File: src/core/pcd_pkg.sv
package pcd_pkg;

  // Register word indices; the byte address is four times the index
  localparam logic [15:0] PCD_IDX_LOCK     = 16'h00a3;
  localparam logic [15:0] PCD_IDX_CLKSEL   = 16'h2867;
  localparam logic [15:0] PCD_IDX_PLLMODE  = 16'h2868;
  localparam logic [15:0] PCD_IDX_ANSTAT   = 16'h286b;
  localparam logic [15:0] PCD_IDX_IRQSTAT  = 16'h2870;
  localparam logic [15:0] PCD_IDX_IRQMASK  = 16'h2871;
  localparam int          PCD_ADDR_LSB     = 2;
  localparam int          PCD_ADDR_W       = 18;

  // Reset values and the fixed analog status field
  localparam logic [7:0]  PCD_CLKSEL_RST   = 8'h00;
  localparam logic [7:0]  PCD_PLLMODE_RST  = 8'h00;
  localparam logic [2:0]  PCD_ANSTAT_FIXED = 3'h5;
  localparam logic [2:0]  PCD_IRQ_RST      = 3'h0;

  // Clock select fields
  localparam int PCD_PLL_EN_BIT     = 7;
  localparam int PCD_BG_EN_BIT      = 6;
  localparam int PCD_ADC_MUL_LSB    = 4;
  localparam int PCD_MET_MUL_LSB    = 2;
  localparam int PCD_CPU_MUL_LSB    = 0;
  // PLL mode fields
  localparam int PCD_QUAD_BIT       = 7;
  localparam int PCD_DOUBLE_BIT     = 6;
  localparam int PCD_MAINS_BIT      = 5;
  // Analog status fields
  localparam int PCD_OSC_FAIL_BIT   = 7;
  localparam int PCD_CMPB_BIT       = 5;
  localparam int PCD_FIXED_LSB      = 2;
  // Interrupt bits
  localparam int PCD_IRQ_LOCK       = 0;
  localparam int PCD_IRQ_OSC        = 1;
  localparam int PCD_IRQ_CMPB       = 2;
  localparam int PCD_IRQ_N          = 3;

  // Multiplier codes
  localparam logic [1:0] PCD_MUL_X1 = 2'h0;
  localparam logic [1:0] PCD_MUL_X2 = 2'h1;
  localparam logic [1:0] PCD_MUL_X4 = 2'h2;
  localparam logic [1:0] PCD_MUL_X8 = 2'h3;

  // Base rates in Hz; processor base 819.2 kHz times 8 is the 6.5 MHz setting
  localparam int PCD_ADC_BASE_HZ = 204800;
  localparam int PCD_MET_BASE_HZ = 819200;
  localparam int PCD_CPU_BASE_HZ = 819200;

  localparam logic [1:0] PCD_HTRANS_NONSEQ = 2'h2;
  localparam logic [2:0] PCD_HSIZE_WORD    = 3'h2;

  typedef struct packed {
    logic       pllPowerEnable;
    logic       bandgapPowerEnable;
    logic [1:0] samplingClockMultiplier;
    logic [1:0] meteringClockMultiplier;
    logic [1:0] processorClockMultiplier;
  } pcd_clksel_t;

  typedef struct packed {
    logic       processorClockQuadruple;
    logic       processorClockDouble;
    logic       mainsFrequencySelect;
    logic [4:0] reserved;
  } pcd_pllmode_t;

  // Analog-side controls driven out of the block
  typedef struct packed {
    logic        pllPowerEnable;
    logic        bandgapPowerEnable;
    logic        mainsFrequencySelect;
    logic [3:0]  samplingClockRatio;
    logic [3:0]  meteringClockRatio;
    logic [5:0]  processorClockRatio;
  } pcd_ctrl_t;

endpackage : pcd_pkg

File: src/core/pcd_sync.sv
module pcd_sync
  import pcd_pkg::*;
(
  input  wire logic clk,
  input  wire logic reset_n,
  input  wire logic asyncIn,
  output logic      syncOut
);

  logic stage1_r;
  logic stage2_r;
  logic stage3_r;

  // Stage one feeds stage two only; a change counts once two and three agree
  always_ff @(posedge clk or negedge reset_n) begin
    if (!reset_n) begin
      stage1_r <= 1'b0;
      stage2_r <= 1'b0;
      stage3_r <= 1'b0;
      syncOut  <= 1'b0;
    end else begin
      stage1_r <= asyncIn;
      stage2_r <= stage1_r;
      stage3_r <= stage2_r;
      if (stage2_r == stage3_r) begin
        syncOut <= stage3_r;
      end
    end
  end

endmodule : pcd_sync

File: src/core/pcd_clock_control.sv
// Implementation choice: the AHB-Lite interface to the registers.
module pcd_clock_control
  import pcd_pkg::*;
(
  input  wire logic        clk,
  input  wire logic        reset_n,
  input  wire logic        hsel,
  input  wire logic [31:0] haddr,
  input  wire logic [1:0]  htrans,
  input  wire logic        hwrite,
  input  wire logic [2:0]  hsize,
  input  wire logic [31:0] hwdata,
  input  wire logic        hready,
  output logic [31:0]      hrdata,
  output logic             hreadyout,
  output logic             hresp,
  input  wire logic        pllLockIn,
  input  wire logic        oscFailIn,
  input  wire logic        comparatorBIn,
  output pcd_ctrl_t        ctrlOut,
  output logic             irqOut
);

  ////////////////////////////////////////////////////////////////////////////
  // Pin synchronisers

  logic pllLocked;
  logic oscFailed;
  logic cmpB;

  pcd_sync uLockSync (
    .clk     (clk),
    .reset_n (reset_n),
    .asyncIn (pllLockIn),
    .syncOut (pllLocked)
  );

  pcd_sync uOscSync (
    .clk     (clk),
    .reset_n (reset_n),
    .asyncIn (oscFailIn),
    .syncOut (oscFailed)
  );

  pcd_sync uCmpSync (
    .clk     (clk),
    .reset_n (reset_n),
    .asyncIn (comparatorBIn),
    .syncOut (cmpB)
  );

  ////////////////////////////////////////////////////////////////////////////
  // Bus address phase capture

  logic                  wrPend_r;
  logic                  rdPend_r;
  logic [PCD_ADDR_W-1:0] addr_r;
  logic                  wordAccess;
  logic                  addrPhase;

  // Sub-word and burst transfers are not decoded; software uses whole single words
  assign wordAccess = (hsize == PCD_HSIZE_WORD);
  assign addrPhase  = hsel && hready && (htrans == PCD_HTRANS_NONSEQ) && wordAccess;

  always_ff @(posedge clk or negedge reset_n) begin
    if (!reset_n) begin
      wrPend_r <= 1'b0;
    end else begin
      wrPend_r <= addrPhase && hwrite;
    end
  end

  always_ff @(posedge clk or negedge reset_n) begin
    if (!reset_n) begin
      rdPend_r <= 1'b0;
    end else begin
      rdPend_r <= addrPhase && !hwrite;
    end
  end

  always_ff @(posedge clk or negedge reset_n) begin
    if (!reset_n) begin
      addr_r <= '0;
    end else begin
      if (addrPhase) begin
        addr_r <= haddr[PCD_ADDR_W+PCD_ADDR_LSB-1:PCD_ADDR_LSB];
      end
    end
  end

  // One wait state on reads so hrdata comes from flops when sampled; always OKAY
  assign hreadyout = !rdPend_r;
  assign hresp     = 1'b0;

  function automatic logic hitIdx(input logic [PCD_ADDR_W-1:0] a, input logic [15:0] idx);
    hitIdx = (a == {{(PCD_ADDR_W-16){1'b0}}, idx});
  endfunction : hitIdx

  logic selClk;
  logic selMode;
  logic selStat;
  logic selMask;
  logic selLock;
  logic selAn;

  assign selClk  = hitIdx(addr_r, PCD_IDX_CLKSEL);
  assign selMode = hitIdx(addr_r, PCD_IDX_PLLMODE);
  assign selStat = hitIdx(addr_r, PCD_IDX_IRQSTAT);
  assign selMask = hitIdx(addr_r, PCD_IDX_IRQMASK);
  assign selLock = hitIdx(addr_r, PCD_IDX_LOCK);
  assign selAn   = hitIdx(addr_r, PCD_IDX_ANSTAT);

  ////////////////////////////////////////////////////////////////////////////
  // Control registers

  pcd_clksel_t  clkSel_r;
  pcd_pllmode_t pllMode_r;

  // Only these two and the interrupt status and mask take writes; lock and analog status have no storage
  always_ff @(posedge clk or negedge reset_n) begin
    if (!reset_n) begin
      clkSel_r <= pcd_clksel_t'(PCD_CLKSEL_RST);
    end else if (wrPend_r && selClk) begin
      clkSel_r <= pcd_clksel_t'(hwdata[7:0]);
    end
  end

  always_ff @(posedge clk or negedge reset_n) begin
    if (!reset_n) begin
      pllMode_r <= pcd_pllmode_t'(PCD_PLLMODE_RST);
    end else if (wrPend_r && selMode) begin
      pllMode_r <= pcd_pllmode_t'(hwdata[7:0]); // Reserved bits stored as written
    end
  end

  ////////////////////////////////////////////////////////////////////////////
  // Clock ratio decode

  function automatic logic [3:0] mulRatio(input logic [1:0] code);
    case (code)
      PCD_MUL_X1: mulRatio = 4'h1;
      PCD_MUL_X2: mulRatio = 4'h2;
      PCD_MUL_X4: mulRatio = 4'h4;
      default:    mulRatio = 4'h8;
    endcase
  endfunction : mulRatio

  logic [3:0] cpuBase;
  logic [5:0] cpuRatio;
  logic       cpuAtTop;

  assign cpuBase  = mulRatio(clkSel_r.processorClockMultiplier);
  assign cpuAtTop = (clkSel_r.processorClockMultiplier == PCD_MUL_X8);

  always_comb begin
    cpuRatio = {2'h0, cpuBase};
    if (cpuAtTop && pllMode_r.processorClockDouble) begin
      cpuRatio = 6'h10;
      if (pllMode_r.processorClockQuadruple) begin
        cpuRatio = 6'h20;
      end
    end
  end

  ////////////////////////////////////////////////////////////////////////////
  // Analog-side control outputs

  // Ratios are multiples of each base rate; one flop per field keeps outputs glitch free
  logic       pllEn_r;
  logic       bgEn_r;
  logic       mains_r;
  logic [3:0] adcRatio_r;
  logic [3:0] metRatio_r;
  logic [5:0] cpuRatio_r;

  always_ff @(posedge clk or negedge reset_n) begin
    if (!reset_n) begin
      pllEn_r <= 1'b0;
    end else begin
      pllEn_r <= clkSel_r.pllPowerEnable;
    end
  end

  always_ff @(posedge clk or negedge reset_n) begin
    if (!reset_n) begin
      bgEn_r <= 1'b0;
    end else begin
      bgEn_r <= clkSel_r.bandgapPowerEnable;
    end
  end

  always_ff @(posedge clk or negedge reset_n) begin
    if (!reset_n) begin
      mains_r <= 1'b0;
    end else begin
      mains_r <= pllMode_r.mainsFrequencySelect;
    end
  end

  always_ff @(posedge clk or negedge reset_n) begin
    if (!reset_n) begin
      adcRatio_r <= '0;
    end else begin
      adcRatio_r <= mulRatio(clkSel_r.samplingClockMultiplier);
    end
  end

  always_ff @(posedge clk or negedge reset_n) begin
    if (!reset_n) begin
      metRatio_r <= '0;
    end else begin
      metRatio_r <= mulRatio(clkSel_r.meteringClockMultiplier);
    end
  end

  always_ff @(posedge clk or negedge reset_n) begin
    if (!reset_n) begin
      cpuRatio_r <= '0;
    end else begin
      cpuRatio_r <= cpuRatio;
    end
  end

  always_comb begin
    ctrlOut.pllPowerEnable       = pllEn_r;
    ctrlOut.bandgapPowerEnable   = bgEn_r;
    ctrlOut.mainsFrequencySelect = mains_r;
    ctrlOut.samplingClockRatio   = adcRatio_r;
    ctrlOut.meteringClockRatio   = metRatio_r;
    ctrlOut.processorClockRatio  = cpuRatio_r;
  end

  ////////////////////////////////////////////////////////////////////////////
  // Interrupts: lock gained, oscillator failover, comparator B change

  logic [PCD_IRQ_N-1:0] irqStat_r;
  logic [PCD_IRQ_N-1:0] irqMask_r;
  logic [PCD_IRQ_N-1:0] evPrev_r;
  logic [PCD_IRQ_N-1:0] evNow;
  logic [PCD_IRQ_N-1:0] evHit;
  logic [PCD_IRQ_N-1:0] clrBits;

  assign evNow   = {cmpB, oscFailed, pllLocked};
  assign clrBits = (wrPend_r && selStat) ? hwdata[PCD_IRQ_N-1:0] : '0;

  genvar g;
  generate
    for (g = 0; g < PCD_IRQ_N; g++) begin : gEvt
      if (g == PCD_IRQ_CMPB) begin : gAny
        assign evHit[g] = evNow[g] ^ evPrev_r[g];
      end else begin : gRise
        assign evHit[g] = evNow[g] & ~evPrev_r[g];
      end
    end
  endgenerate

  always_ff @(posedge clk or negedge reset_n) begin
    if (!reset_n) begin
      evPrev_r <= '0;
    end else begin
      evPrev_r <= evNow;
    end
  end

  // Set wins over a write-one clear in the same cycle
  always_ff @(posedge clk or negedge reset_n) begin
    if (!reset_n) begin
      irqStat_r <= PCD_IRQ_RST;
    end else begin
      irqStat_r <= (irqStat_r & ~clrBits) | evHit;
    end
  end

  always_ff @(posedge clk or negedge reset_n) begin
    if (!reset_n) begin
      irqMask_r <= PCD_IRQ_RST;
    end else if (wrPend_r && selMask) begin
      irqMask_r <= hwdata[PCD_IRQ_N-1:0];
    end
  end

  assign irqOut = |(irqStat_r & irqMask_r);

  ////////////////////////////////////////////////////////////////////////////
  // Read data

  logic [7:0] lockWord;
  logic [7:0] anWord;
  logic [7:0] rdByte;

  always_comb begin
    lockWord                   = 8'h00;
    lockWord[0]                = pllLocked;
    anWord                     = 8'h00;
    anWord[PCD_OSC_FAIL_BIT]   = oscFailed;
    anWord[PCD_CMPB_BIT]       = cmpB;
    anWord[PCD_FIXED_LSB +: 3] = PCD_ANSTAT_FIXED;
  end

  always_comb begin
    rdByte = 8'h00;
    if (selLock) begin
      rdByte = lockWord;
    end else if (selAn) begin
      rdByte = anWord;
    end else if (selClk) begin
      rdByte = clkSel_r;
    end else if (selMode) begin
      rdByte = pllMode_r;
    end else if (selStat) begin
      rdByte = {5'h00, irqStat_r};
    end else if (selMask) begin
      rdByte = {5'h00, irqMask_r};
    end
  end

  // Loaded in the read wait cycle; stands until the next read
  always_ff @(posedge clk or negedge reset_n) begin
    if (!reset_n) begin
      hrdata <= 32'h0000_0000;
    end else if (rdPend_r) begin
      hrdata <= {24'h00_0000, rdByte};
    end
  end

endmodule : pcd_clock_control

File: config.mk
export PLATFORM = sky130hd
export DESIGN_NAME = pcd_clock_control
export DESIGN_NICKNAME = d
export VERILOG_FILES = /design/src/core/pcd_pkg.sv /design/src/core/pcd_sync.sv /design/src/core/pcd_clock_control.sv
export SDC_FILE = /design/constraint.sdc
export NUM_CORES = 1
export LEC_CHECK = 0
export BUFFER_PORTS_ARGS = -buffer_cell sky130_fd_sc_hd__buf_4
export CAP_MARGIN = 20
export CORE_MARGIN = 3
export CORE_UTILIZATION = 35
export DETAILED_ROUTE_END_ITERATION = 8
export HOLD_SLACK_MARGIN = 0.05
export PLACE_DENSITY = 0.57
export SLEW_MARGIN = 20
export SYNTH_ARGS = -nofsm -noshare
export SYNTH_HDL_FRONTEND = slang
export SYNTH_SLANG_ARGS = --single-unit
export TNS_END_PERCENT = 1
File: constraint.sdc
create_clock -name clk -period 2.4 [get_ports clk]
set_input_delay 0.36 -clock clk [delete_from_list [all_inputs] [get_ports clk]]
set_output_delay 0.36 -clock clk [all_outputs]
set_load 0.005 [all_outputs]
Word level (Yosys, flattened, before mapping)
Cells that the tools add are included.

word-level totals
  input port bits = 77
  bits in writable memories = 0
  ROM bits = 0
  register bits after elaboration = 82
  bits in latches = 0
  word-level logic and storage cells = 89
  memories kept = 0

operators by class
  muxes and demuxes = 12
  eq/ne operators = 18
  multiply operators = 0
  $lt $le $gt $ge = 0
  add/sub/neg operators = 0
  reductions and logical operators = 16
  bitwise logic cells = 9
  div/mod/pow operators = 0
  shifts and indexed selects = 0

operators with widths
  operator                                         count
  == test 18 x 14 -> 1 bit, second input constant  5
  one-hot mux 4 bit (3 select lines)               3
  2-to-1 mux 8 bit                                 4
  == test 18 x 8 -> 1 bit, second input constant   1
  2-to-1 mux 6 bit                                 2
  == test 2 bit, second input constant             5
  logical AND 1 bit                                10
  2-to-1 mux 3 bit                                 3
  bitwise AND 3 bit                                2
  == test 2 x 1 -> 1 bit, second input constant    3
  zero test 2 bit                                  3
  == test 1 bit                                    3
  == test 3 x 2 -> 1 bit, second input constant    1
  NOT 3 bit                                        1
  OR 3 bit                                         1
  OR reduction 3 bit                               1
  bitwise AND 1 bit                                2
  zero test 1 bit                                  2
  NOT 1 bit                                        2
  bitwise XOR 1 bit                                1

Logic depth before layout (Yosys ltp)
Gate-level depths: netlist of run 1.

  depth in word-level cells = 7
  gate-level depth with buffers = 6
  mapped depth without buffers = 5

Hierarchy
A second synthesis of run 1 with hierarchy kept.

unflattened totals
  cells, all modules = 262
  area, all modules = 3,488.3 um^2

modules (own cells, without submodules)
  module             instances  area an instance (um^2)  cells each  sequential area each (um^2)
  pcd_clock_control  1          3,154.3                  247         1,751.7
  pcd_sync           3          111.4                    5           100.1

Worst setup path before layout of run 1
OpenSTA, ideal clock, no wires.

  path kind = flip-flop to flip-flop
  from = register addr_r[15]
  to = register clkSel_r[0] (netlist name)
  arrival = 2.010 ns
  cell stages (with the launch flop) = 7
  slack = 0.265 ns
  data required time = 2.275 ns
  path buffers = 1
  cells stage by stage = dfrtp_1 > or4_4 > or2_1 > buf_6 > nor4_4 > nand2_4 > mux2_4

on the way
  word-level cells in the longest chain between the ends = 2

RTL lines
  element                   line                      source
  start: declaration        pcd_clock_control.sv:57   logic [PCD_ADDR_W-1:0] addr_r;
  start signal: assignment  pcd_clock_control.sv:86   addr_r <= haddr[PCD_ADDR_W+PCD_ADDR_LSB-1:PCD_ADDR_LSB];
  == test 18 x 14 -> 1 bit  pcd_clock_control.sv:96   hitIdx = (a == {{(PCD_ADDR_W-16){1'b0}}, idx});
  logical AND 1 bit         pcd_clock_control.sv:123  end else if (wrPend_r && selClk) begin
  end signal: assignment    pcd_clock_control.sv:122  clkSel_r <= pcd_clksel_t'(PCD_CLKSEL_RST);
  end signal: assignment    pcd_clock_control.sv:124  clkSel_r <= pcd_clksel_t'(hwdata[7:0]);
  end: declaration          pcd_clock_control.sv:116  pcd_clksel_t clkSel_r;

No other way between the ends.
A chain may end at the register's enable or synchronous reset.

Final worst setup path of run 1
  from = register addr_r[8]
  to = register hrdata[5]

on the way
  word-level cells in the longest chain between the ends = 5
  elaborated cells between the ends (all ways) = 8
  those cells by class = eq/ne (4); mux (4)

RTL lines
  element                   line                      source
  == test 18 x 14 -> 1 bit  pcd_clock_control.sv:96
  2-to-1 mux 8 bit          pcd_clock_control.sv:308  end else if (selMode) begin
  2-to-1 mux 8 bit          pcd_clock_control.sv:306  end else if (selClk) begin
  2-to-1 mux 8 bit          pcd_clock_control.sv:304  end else if (selAn) begin
  2-to-1 mux 8 bit *        pcd_clock_control.sv:302  if (selLock) begin
  end signal: assignment    pcd_clock_control.sv:322  hrdata <= {24'h00_0000, rdByte};
  end: declaration          pcd_clock_control.sv:14   output logic [31:0] hrdata,

Mark *: on every way between the ends. The rest lies on a longest branch, timed or not.

==> results.cfg, run 1 <==
[run]
drv_cap = 0

[cells_and_area]
multi_input_area_um2 = 1230
drive_gt1_frac = 0.400
nets = 412
seq_area_um2 = 2050
fin_util = 0.450
antenna_cells = 0
stdcell_area_um2 = 4240
area_growth_pct = 22.9
fillCellCount = 865

[timing]
finalCritPeriodShare = 0.954
tns_ns = 0
setup_viol = 0
hold_viol = 0
rsz0062_at_grt = no
fin_skew_ns = 0.00993
fmax_mhz = 437
hold_slack_ns = 0.115
period_minus_slack_ns = 2.29
drv_slew = 0

[critical_path]
cp.depth = 5
critPathKind = flip-flop to flip-flop
cp_data_required_time_ns = 2.62
rr_startpoint = addr_r[8]$_DFFE_PN0P_
path_cells = or4_1 > or2_1 > or4b_4 > o21ai_1 > o2bb2ai_1
cp-start-kind = flip-flop
cp-end-kind = flip-flop
cp_max_fo = 7
ff2ff_setup_slack_ns = 0.11
crit_family = simple AND/OR/NAND/NOR gates
max_stage_delay_ns = 0.59
crit_slowest_cell = or4b_4
rr_worst_depth = 5
crit_arrival_ns = 2.51
cp.buffers_inverters = 0
r2r_end = hrdata[5]$_DFFE_PN0P_

[synthesis]
ys_warn_count = 0
syn_inst = 257
netlist_area_um2 = 3450
ys.flop_type = dfrtp_1
synth-async-reset-ratio = 1.00
synth_edf_count = 0
yosysUniqueCellTypes = 49
yosysSeqAreaShare = 0.595
avgSynthCellArea_um2 = 13.4
synth_seq_cells = 82

[route]
wl_per_cell_um = 14.3
via_count = 2158
drc_errors = 0
avgViaCountPerCell = 4.60
wirelength_mm = 6.72
drt-initial-drc-count = 68
ant_nets = 0
first_pass_iters = 4

[worst_hold_path]
min_path_type = input pin to flip-flop
worstHoldEndpoint = uCmpSync.stage1_r$_DFF_PN0_
worstHoldPathCells = 1
hp-start = comparatorBIn

[pwr]
p_leak_nw = 1.97
ir_worst_vdd_uv = 232
p_per_area_nw_per_um2 = 663

[grt]
overflow = 0
globalRouteTotalUtil = 0.125
grt_pass1_wl_mm = 11.0
grt_pass1_vias = 2133
antenna_found_initial = 0
grt_max_degree = 46

[clocking]
cts_inserted_buffers = 9
cts_max_level = 3
postCtsSetupRepairBufs = 0
cts_sinks = 82
clk_latency_ns = 0.34
clockBufferDepth = 2
hold_buffers = 1
path_clk_slew_ns = 0.08
tritoncts = built
cts_root_buf = clkbuf_8
cts_resized = 0

[run_status]
status = finished, final reports clean

[floorplanning]
dieArea_um2 = 11100
initial_core_util = 0.366
fp-row-count = 35
io_pins = 129
die_w_um = 105
coreArea_um2 = 9420
die_y_um = 105

[placed_design]
place_area_um2 = 4030
place_congestion = 0.827
hpwl_mm = 4.94
io_buffers = 65
==> cell type report <==
type	count	area share
Clock buffer	11	0.0334
Clock inverter	5	0.0127
Inverter	5	0.00443
Multi-Input combinational cell	162	0.291
Sequential cell	82	0.484
Tap cell	129	0.0381
Timing Repair Buffer	75	0.136
==> report_power, final <==
group / internal [mW] / total (mW) / leakage, nW / switching [mW]
registers: 1.47 / 1.54 / 1.02 / 0.0657
logic: 0.163 / 0.294 / 0.853 / 0.132
clock network: 0.506 / 0.980 / 0.103 / 0.474
==> placed cells by master (no fill, tap or decap), types with 4 or more instances in the layout <==
cell / synthesis / layout
nor4_1: 4 / 4
buf_4: 28 / 73
clkbuf_8: 0 / 10
conb_1: 1 / 25
nor2_1: 9 / 9
mux2_2: 33 / 33
nand2_1: 11 / 11
a21oi_1: 4 / 4
mux2_4: 8 / 8
nor2b_1: 8 / 8
inv_1: 4 / 4
o2bb2ai_1: 7 / 7
dfrtp_1: 82 / 82
o21ai_0: 6 / 6
==> registers in the layout, indices dropped and copies added, names as in the netlist, 3 cells and up <==
name / count
hrdata: 8
metRatio_r: 4
clkSel_r: 8
irqStat_r: 3
pllMode_r: 8
cpuRatio_r: 6
irqMask_r: 3
adcRatio_r: 4
addr_r: 18
evPrev_r: 3
==> cell usage after synthesis, types with 4 or more instances <==
master / n / area share
dfrtp_1: 82 / 0.60
mux2_2: 33 / 0.11
buf_4: 28 / 0.061
nand2_1: 11 / 0.012
nor2_1: 9 / 0.0098
mux2_4: 8 / 0.035
nor2b_1: 8 / 0.015
o2bb2ai_1: 7 / 0.018
o21ai_0: 6 / 0.0087
a21oi_1: 4 / 0.0058
inv_1: 4 / 0.0044
nor4_1: 4 / 0.0073
==> through the flow <==
step	worst slack (ns)	total power, mW	std cells
after floorplan	0.265	1.74	281
after global placement	0.147	1.85	452
after detailed placement	0.130	1.86	452
after CTS	0.106	2.85	469
after global routing	0.0230	2.95	469
final	0.111	2.81	469
==> kinds of logic after synthesis <==
logic type	after synthesis	synth area share
simple gates	61	0.113
compound gates	31	0.0635
flops	82	0.595
fa+ha+maj	3	0.00871
buf+inv	37	0.0733
other cells	1	0.00109
xor+xnor	1	0.00254
mux	41	0.143
==> worst register-to-register path: stages (launching register included) <==
cell and delay, ns:
dfrtp_1 0.39, or4_1 0.56, or2_1 0.35, or4b_4 0.59, o21ai_1 0.18, o2bb2ai_1 0.10
==> worst max path at each step <==
stage,from,endpoint,slack (ns)
2_1_floorplan,addr_r[15]$_DFFE_PN0P_,clkSel_r[0]$_DFFE_PN0P_,0.27
3_3_place_gp,addr_r[9]$_DFFE_PN0P_,clkSel_r[3]$_DFFE_PN0P_,0.15
3_5_place_dp,addr_r[9]$_DFFE_PN0P_,clkSel_r[4]$_DFFE_PN0P_,0.13
4_1_cts,addr_r[8]$_DFFE_PN0P_,clkSel_r[4]$_DFFE_PN0P_,0.11
5_1_grt,addr_r[8]$_DFFE_PN0P_,hrdata[1]$_DFFE_PN0P_,0.02
6_report,addr_r[8]$_DFFE_PN0P_,hrdata[5]$_DFFE_PN0P_,0.11
==> layer usage <==
layer  track usage  share of wire  vias to the layer above
met3        0.0288          0.056                        9
li1              -              -                     1020
met1         0.173           0.46                     1053
met5             0              0                        -
met4        0.0553          0.019                        0
met2         0.186           0.47                       76
(Power assumes the default switching activity.)
==> inputs of run 2 (changes only) <==
--- a/config.mk
+++ b/config.mk
@@ -5,15 +5,16 @@
 export SDC_FILE = /design/constraint.sdc
 export NUM_CORES = 1
 export LEC_CHECK = 0
+export ABC_CLOCK_PERIOD_IN_PS = 2400
 export BUFFER_PORTS_ARGS = -buffer_cell sky130_fd_sc_hd__buf_4
 export CAP_MARGIN = 20
 export CORE_MARGIN = 3
 export CORE_UTILIZATION = 35
 export DETAILED_ROUTE_END_ITERATION = 8
 export HOLD_SLACK_MARGIN = 0.05
-export PLACE_DENSITY = 0.57
 export SLEW_MARGIN = 20
 export SYNTH_ARGS = -nofsm -noshare
 export SYNTH_HDL_FRONTEND = slang
+export SYNTH_HIERARCHICAL = 1
 export SYNTH_SLANG_ARGS = --single-unit
 export TNS_END_PERCENT = 1
==> results.cfg, run 2 <==
[cells_and_area]
seq_area_um2 = 2050
stdcell_area_um2 = 4280
area_growth_pct = 22.8
finalNonFillerCells = 469
layout_commonest_cell = dfrtp_1
fin_util = 0.453
top_register = addr_r
drive_gt1_frac = 0.391
multi_input_area_um2 = 1270
largest_reg_flops = 18
final_cell_mix = dfrtp_1, buf_4, conb_1
fillCellCount = 912
nets = 413
antenna_cells = 0

[clocking]
clockBufferDepth = 2
clk_latency_ns = 0.34
cts_sinks = 82
cts_root_buf = clkbuf_8
tritoncts = built
cts_max_level = 3
postCtsSetupRepairBufs = 0
hold_buffers = 1
path_clk_slew_ns = 0.08
cts_resized = 0
cts_inserted_buffers = 9

[grt]
antenna_found_initial = 0
overflow = 0
grt_pass1_wl_mm = 10.8
globalRouteTotalUtil = 0.124
grt_pass1_vias = 2088
grt_max_degree = 46

[synthesis]
yosysMostFrequentCell = dfrtp_1
yosysSeqAreaShare = 0.588
ys.flop_type = dfrtp_1
synth_edf_count = 0
synth-async-reset-ratio = 1.00
synth_seq_cells = 82
ys_warn_count = 6
synth_top_area_cell = dfrtp_1
avgSynthCellArea_um2 = 13.3
netlist_area_um2 = 3490
syn_inst = 262
yosysUniqueCellTypes = 44
netlist_top_cells_count = dfrtp_1, buf_4, mux2_2, mux2_4, nor2_1
synth_top_area_share = 0.588
synth_area_leaders = dfrtp_1, mux2_4, buf_4, mux2_2, nor2b_1

[critical_path]
cp_max_fo = 9
cp_data_required_time_ns = 2.63
crit_slowest_cell = dfrtp_1
cp-start-kind = flip-flop
cp.buffers_inverters = 0
cp-end-kind = flip-flop
crit_family = simple AND/OR/NAND/NOR gates
crit_arrival_ns = 2.18
max_stage_delay_ns = 0.41
path_cells = nor4_4 > nand4_2 > nor2_4 > nand2_4 > mux2_4
critPathKind = flip-flop to flip-flop

[route]
wl_per_cell_um = 14.1
drt-initial-drc-count = 85
drc_errors = 0
via_count = 2111
wirelength_mm = 6.61
first_pass_iters = 4
avgViaCountPerCell = 4.50
ant_nets = 0

[worst_hold_path]
min_path_type = input pin to flip-flop

[floorplanning]
fp-row-count = 35
initial_core_util = 0.369
io_pins = 129
die_y_um = 106
coreArea_um2 = 9460
dieArea_um2 = 11200
die_w_um = 106

[timing]
period_minus_slack_ns = 1.95
finalCritPeriodShare = 0.814
hold_slack_ns = 0.127
fin_skew_ns = 0.00915
drv_slew = 0
fmax_mhz = 512
rsz0062_at_grt = no
setup_viol = 0
tns_ns = 0
hold_viol = 0

[placed_design]
hpwl_mm = 4.99
dp_cells = 453
io_buffers = 65
place_congestion = 0.792
place_area_um2 = 4050

[pwr]
p_leak_nw = 2.10
p_clk_frac = 0.372
p_int_mw = 2.29
p_seq_frac = 0.523
ir_worst_vdd_uv = 352
power.switching_mw = 0.668
p_per_area_nw_per_um2 = 690
combPwrFrac = 0.105
p_sw_frac = 0.226

[run]
drv_cap = 0

[run_status]
status = finished, final reports clean
==> run 2: cell families after synthesis <==
kind of cell / synth area share
multiplexers: 0.140
XOR/XNOR: 0.00251
other: 0.00108
AO/OA/AOI/OAI: 0.0595
buffers and inverters: 0.0725
flip-flops: 0.588
AND/OR/NAND/NOR: 0.127
adder cells (fa/ha/maj): 0.00968
==> run 2: final cells by class <==
class / count / area share
Multi-Input combinational cell: 165 / 0.297
Sequential cell: 82 / 0.479
Inverter: 8 / 0.00701
Tap cell: 129 / 0.0377
Clock inverter: 4 / 0.0172
Clock buffer: 11 / 0.0353
Timing Repair Buffer: 70 / 0.126
==> run 2: worst paths after layout <==
check,startpoint,endpoint,slack (ns),depth (start not counted)
setup / recovery,addr_r[9]$_DFFE_PN0P_,clkSel_r[2]$_DFFE_PN0P_,0.45,5
hold / removal,pllLockIn,uLockSync/stage1_r$_DFF_PN0_,0.13,1
setup reg to reg,addr_r[9]$_DFFE_PN0P_,clkSel_r[2]$_DFFE_PN0P_,0.45,5
hold reg to reg,uCmpSync/stage1_r$_DFF_PN0_,uCmpSync/stage2_r$_DFF_PN0_,0.35,0
max in group asynchronous,reset_n,uOscSync/stage3_r$_DFF_PN0_,1.28,3
min in group asynchronous,reset_n,metRatio_r[1]$_DFF_PN0_,0.53,2
==> run 2: metal layers <==
metal  GRT usage  share of wire  up-vias
met4      0.0416         0.0097        0
li1            -              -     1008
met2       0.190           0.47       78
met3      0.0398          0.065        7
met1       0.166           0.45     1018
met5           0              0        -
==> run 2: stage by stage <==
stage          setup slack (ns)  power [mW]
6_report                  0.447        2.95
5_1_grt                   0.316        3.12
4_1_cts                   0.417        3.01
3_5_place_dp              0.437        1.89
2_1_floorplan             0.664        1.75
3_3_place_gp              0.433        1.88
==> run 2: power groups by stage <==
stage / clock [mW] / sequential (mW) / combinational, mW
final: 1.10 / 1.55 / 0.310
after global routing: 1.21 / 1.56 / 0.345
after CTS: 1.15 / 1.55 / 0.316
after detailed placement: 0 / 1.57 / 0.313
after global placement: 0 / 1.57 / 0.308
after floorplan: 0 / 1.55 / 0.198
==> run 2: worst reg2reg max path, delay by kind of cell (launching register included) <==
kind | cells | cell delay (ns)
simple gates | 4 | 1.10
flops | 1 | 0.41
mux | 1 | 0.33
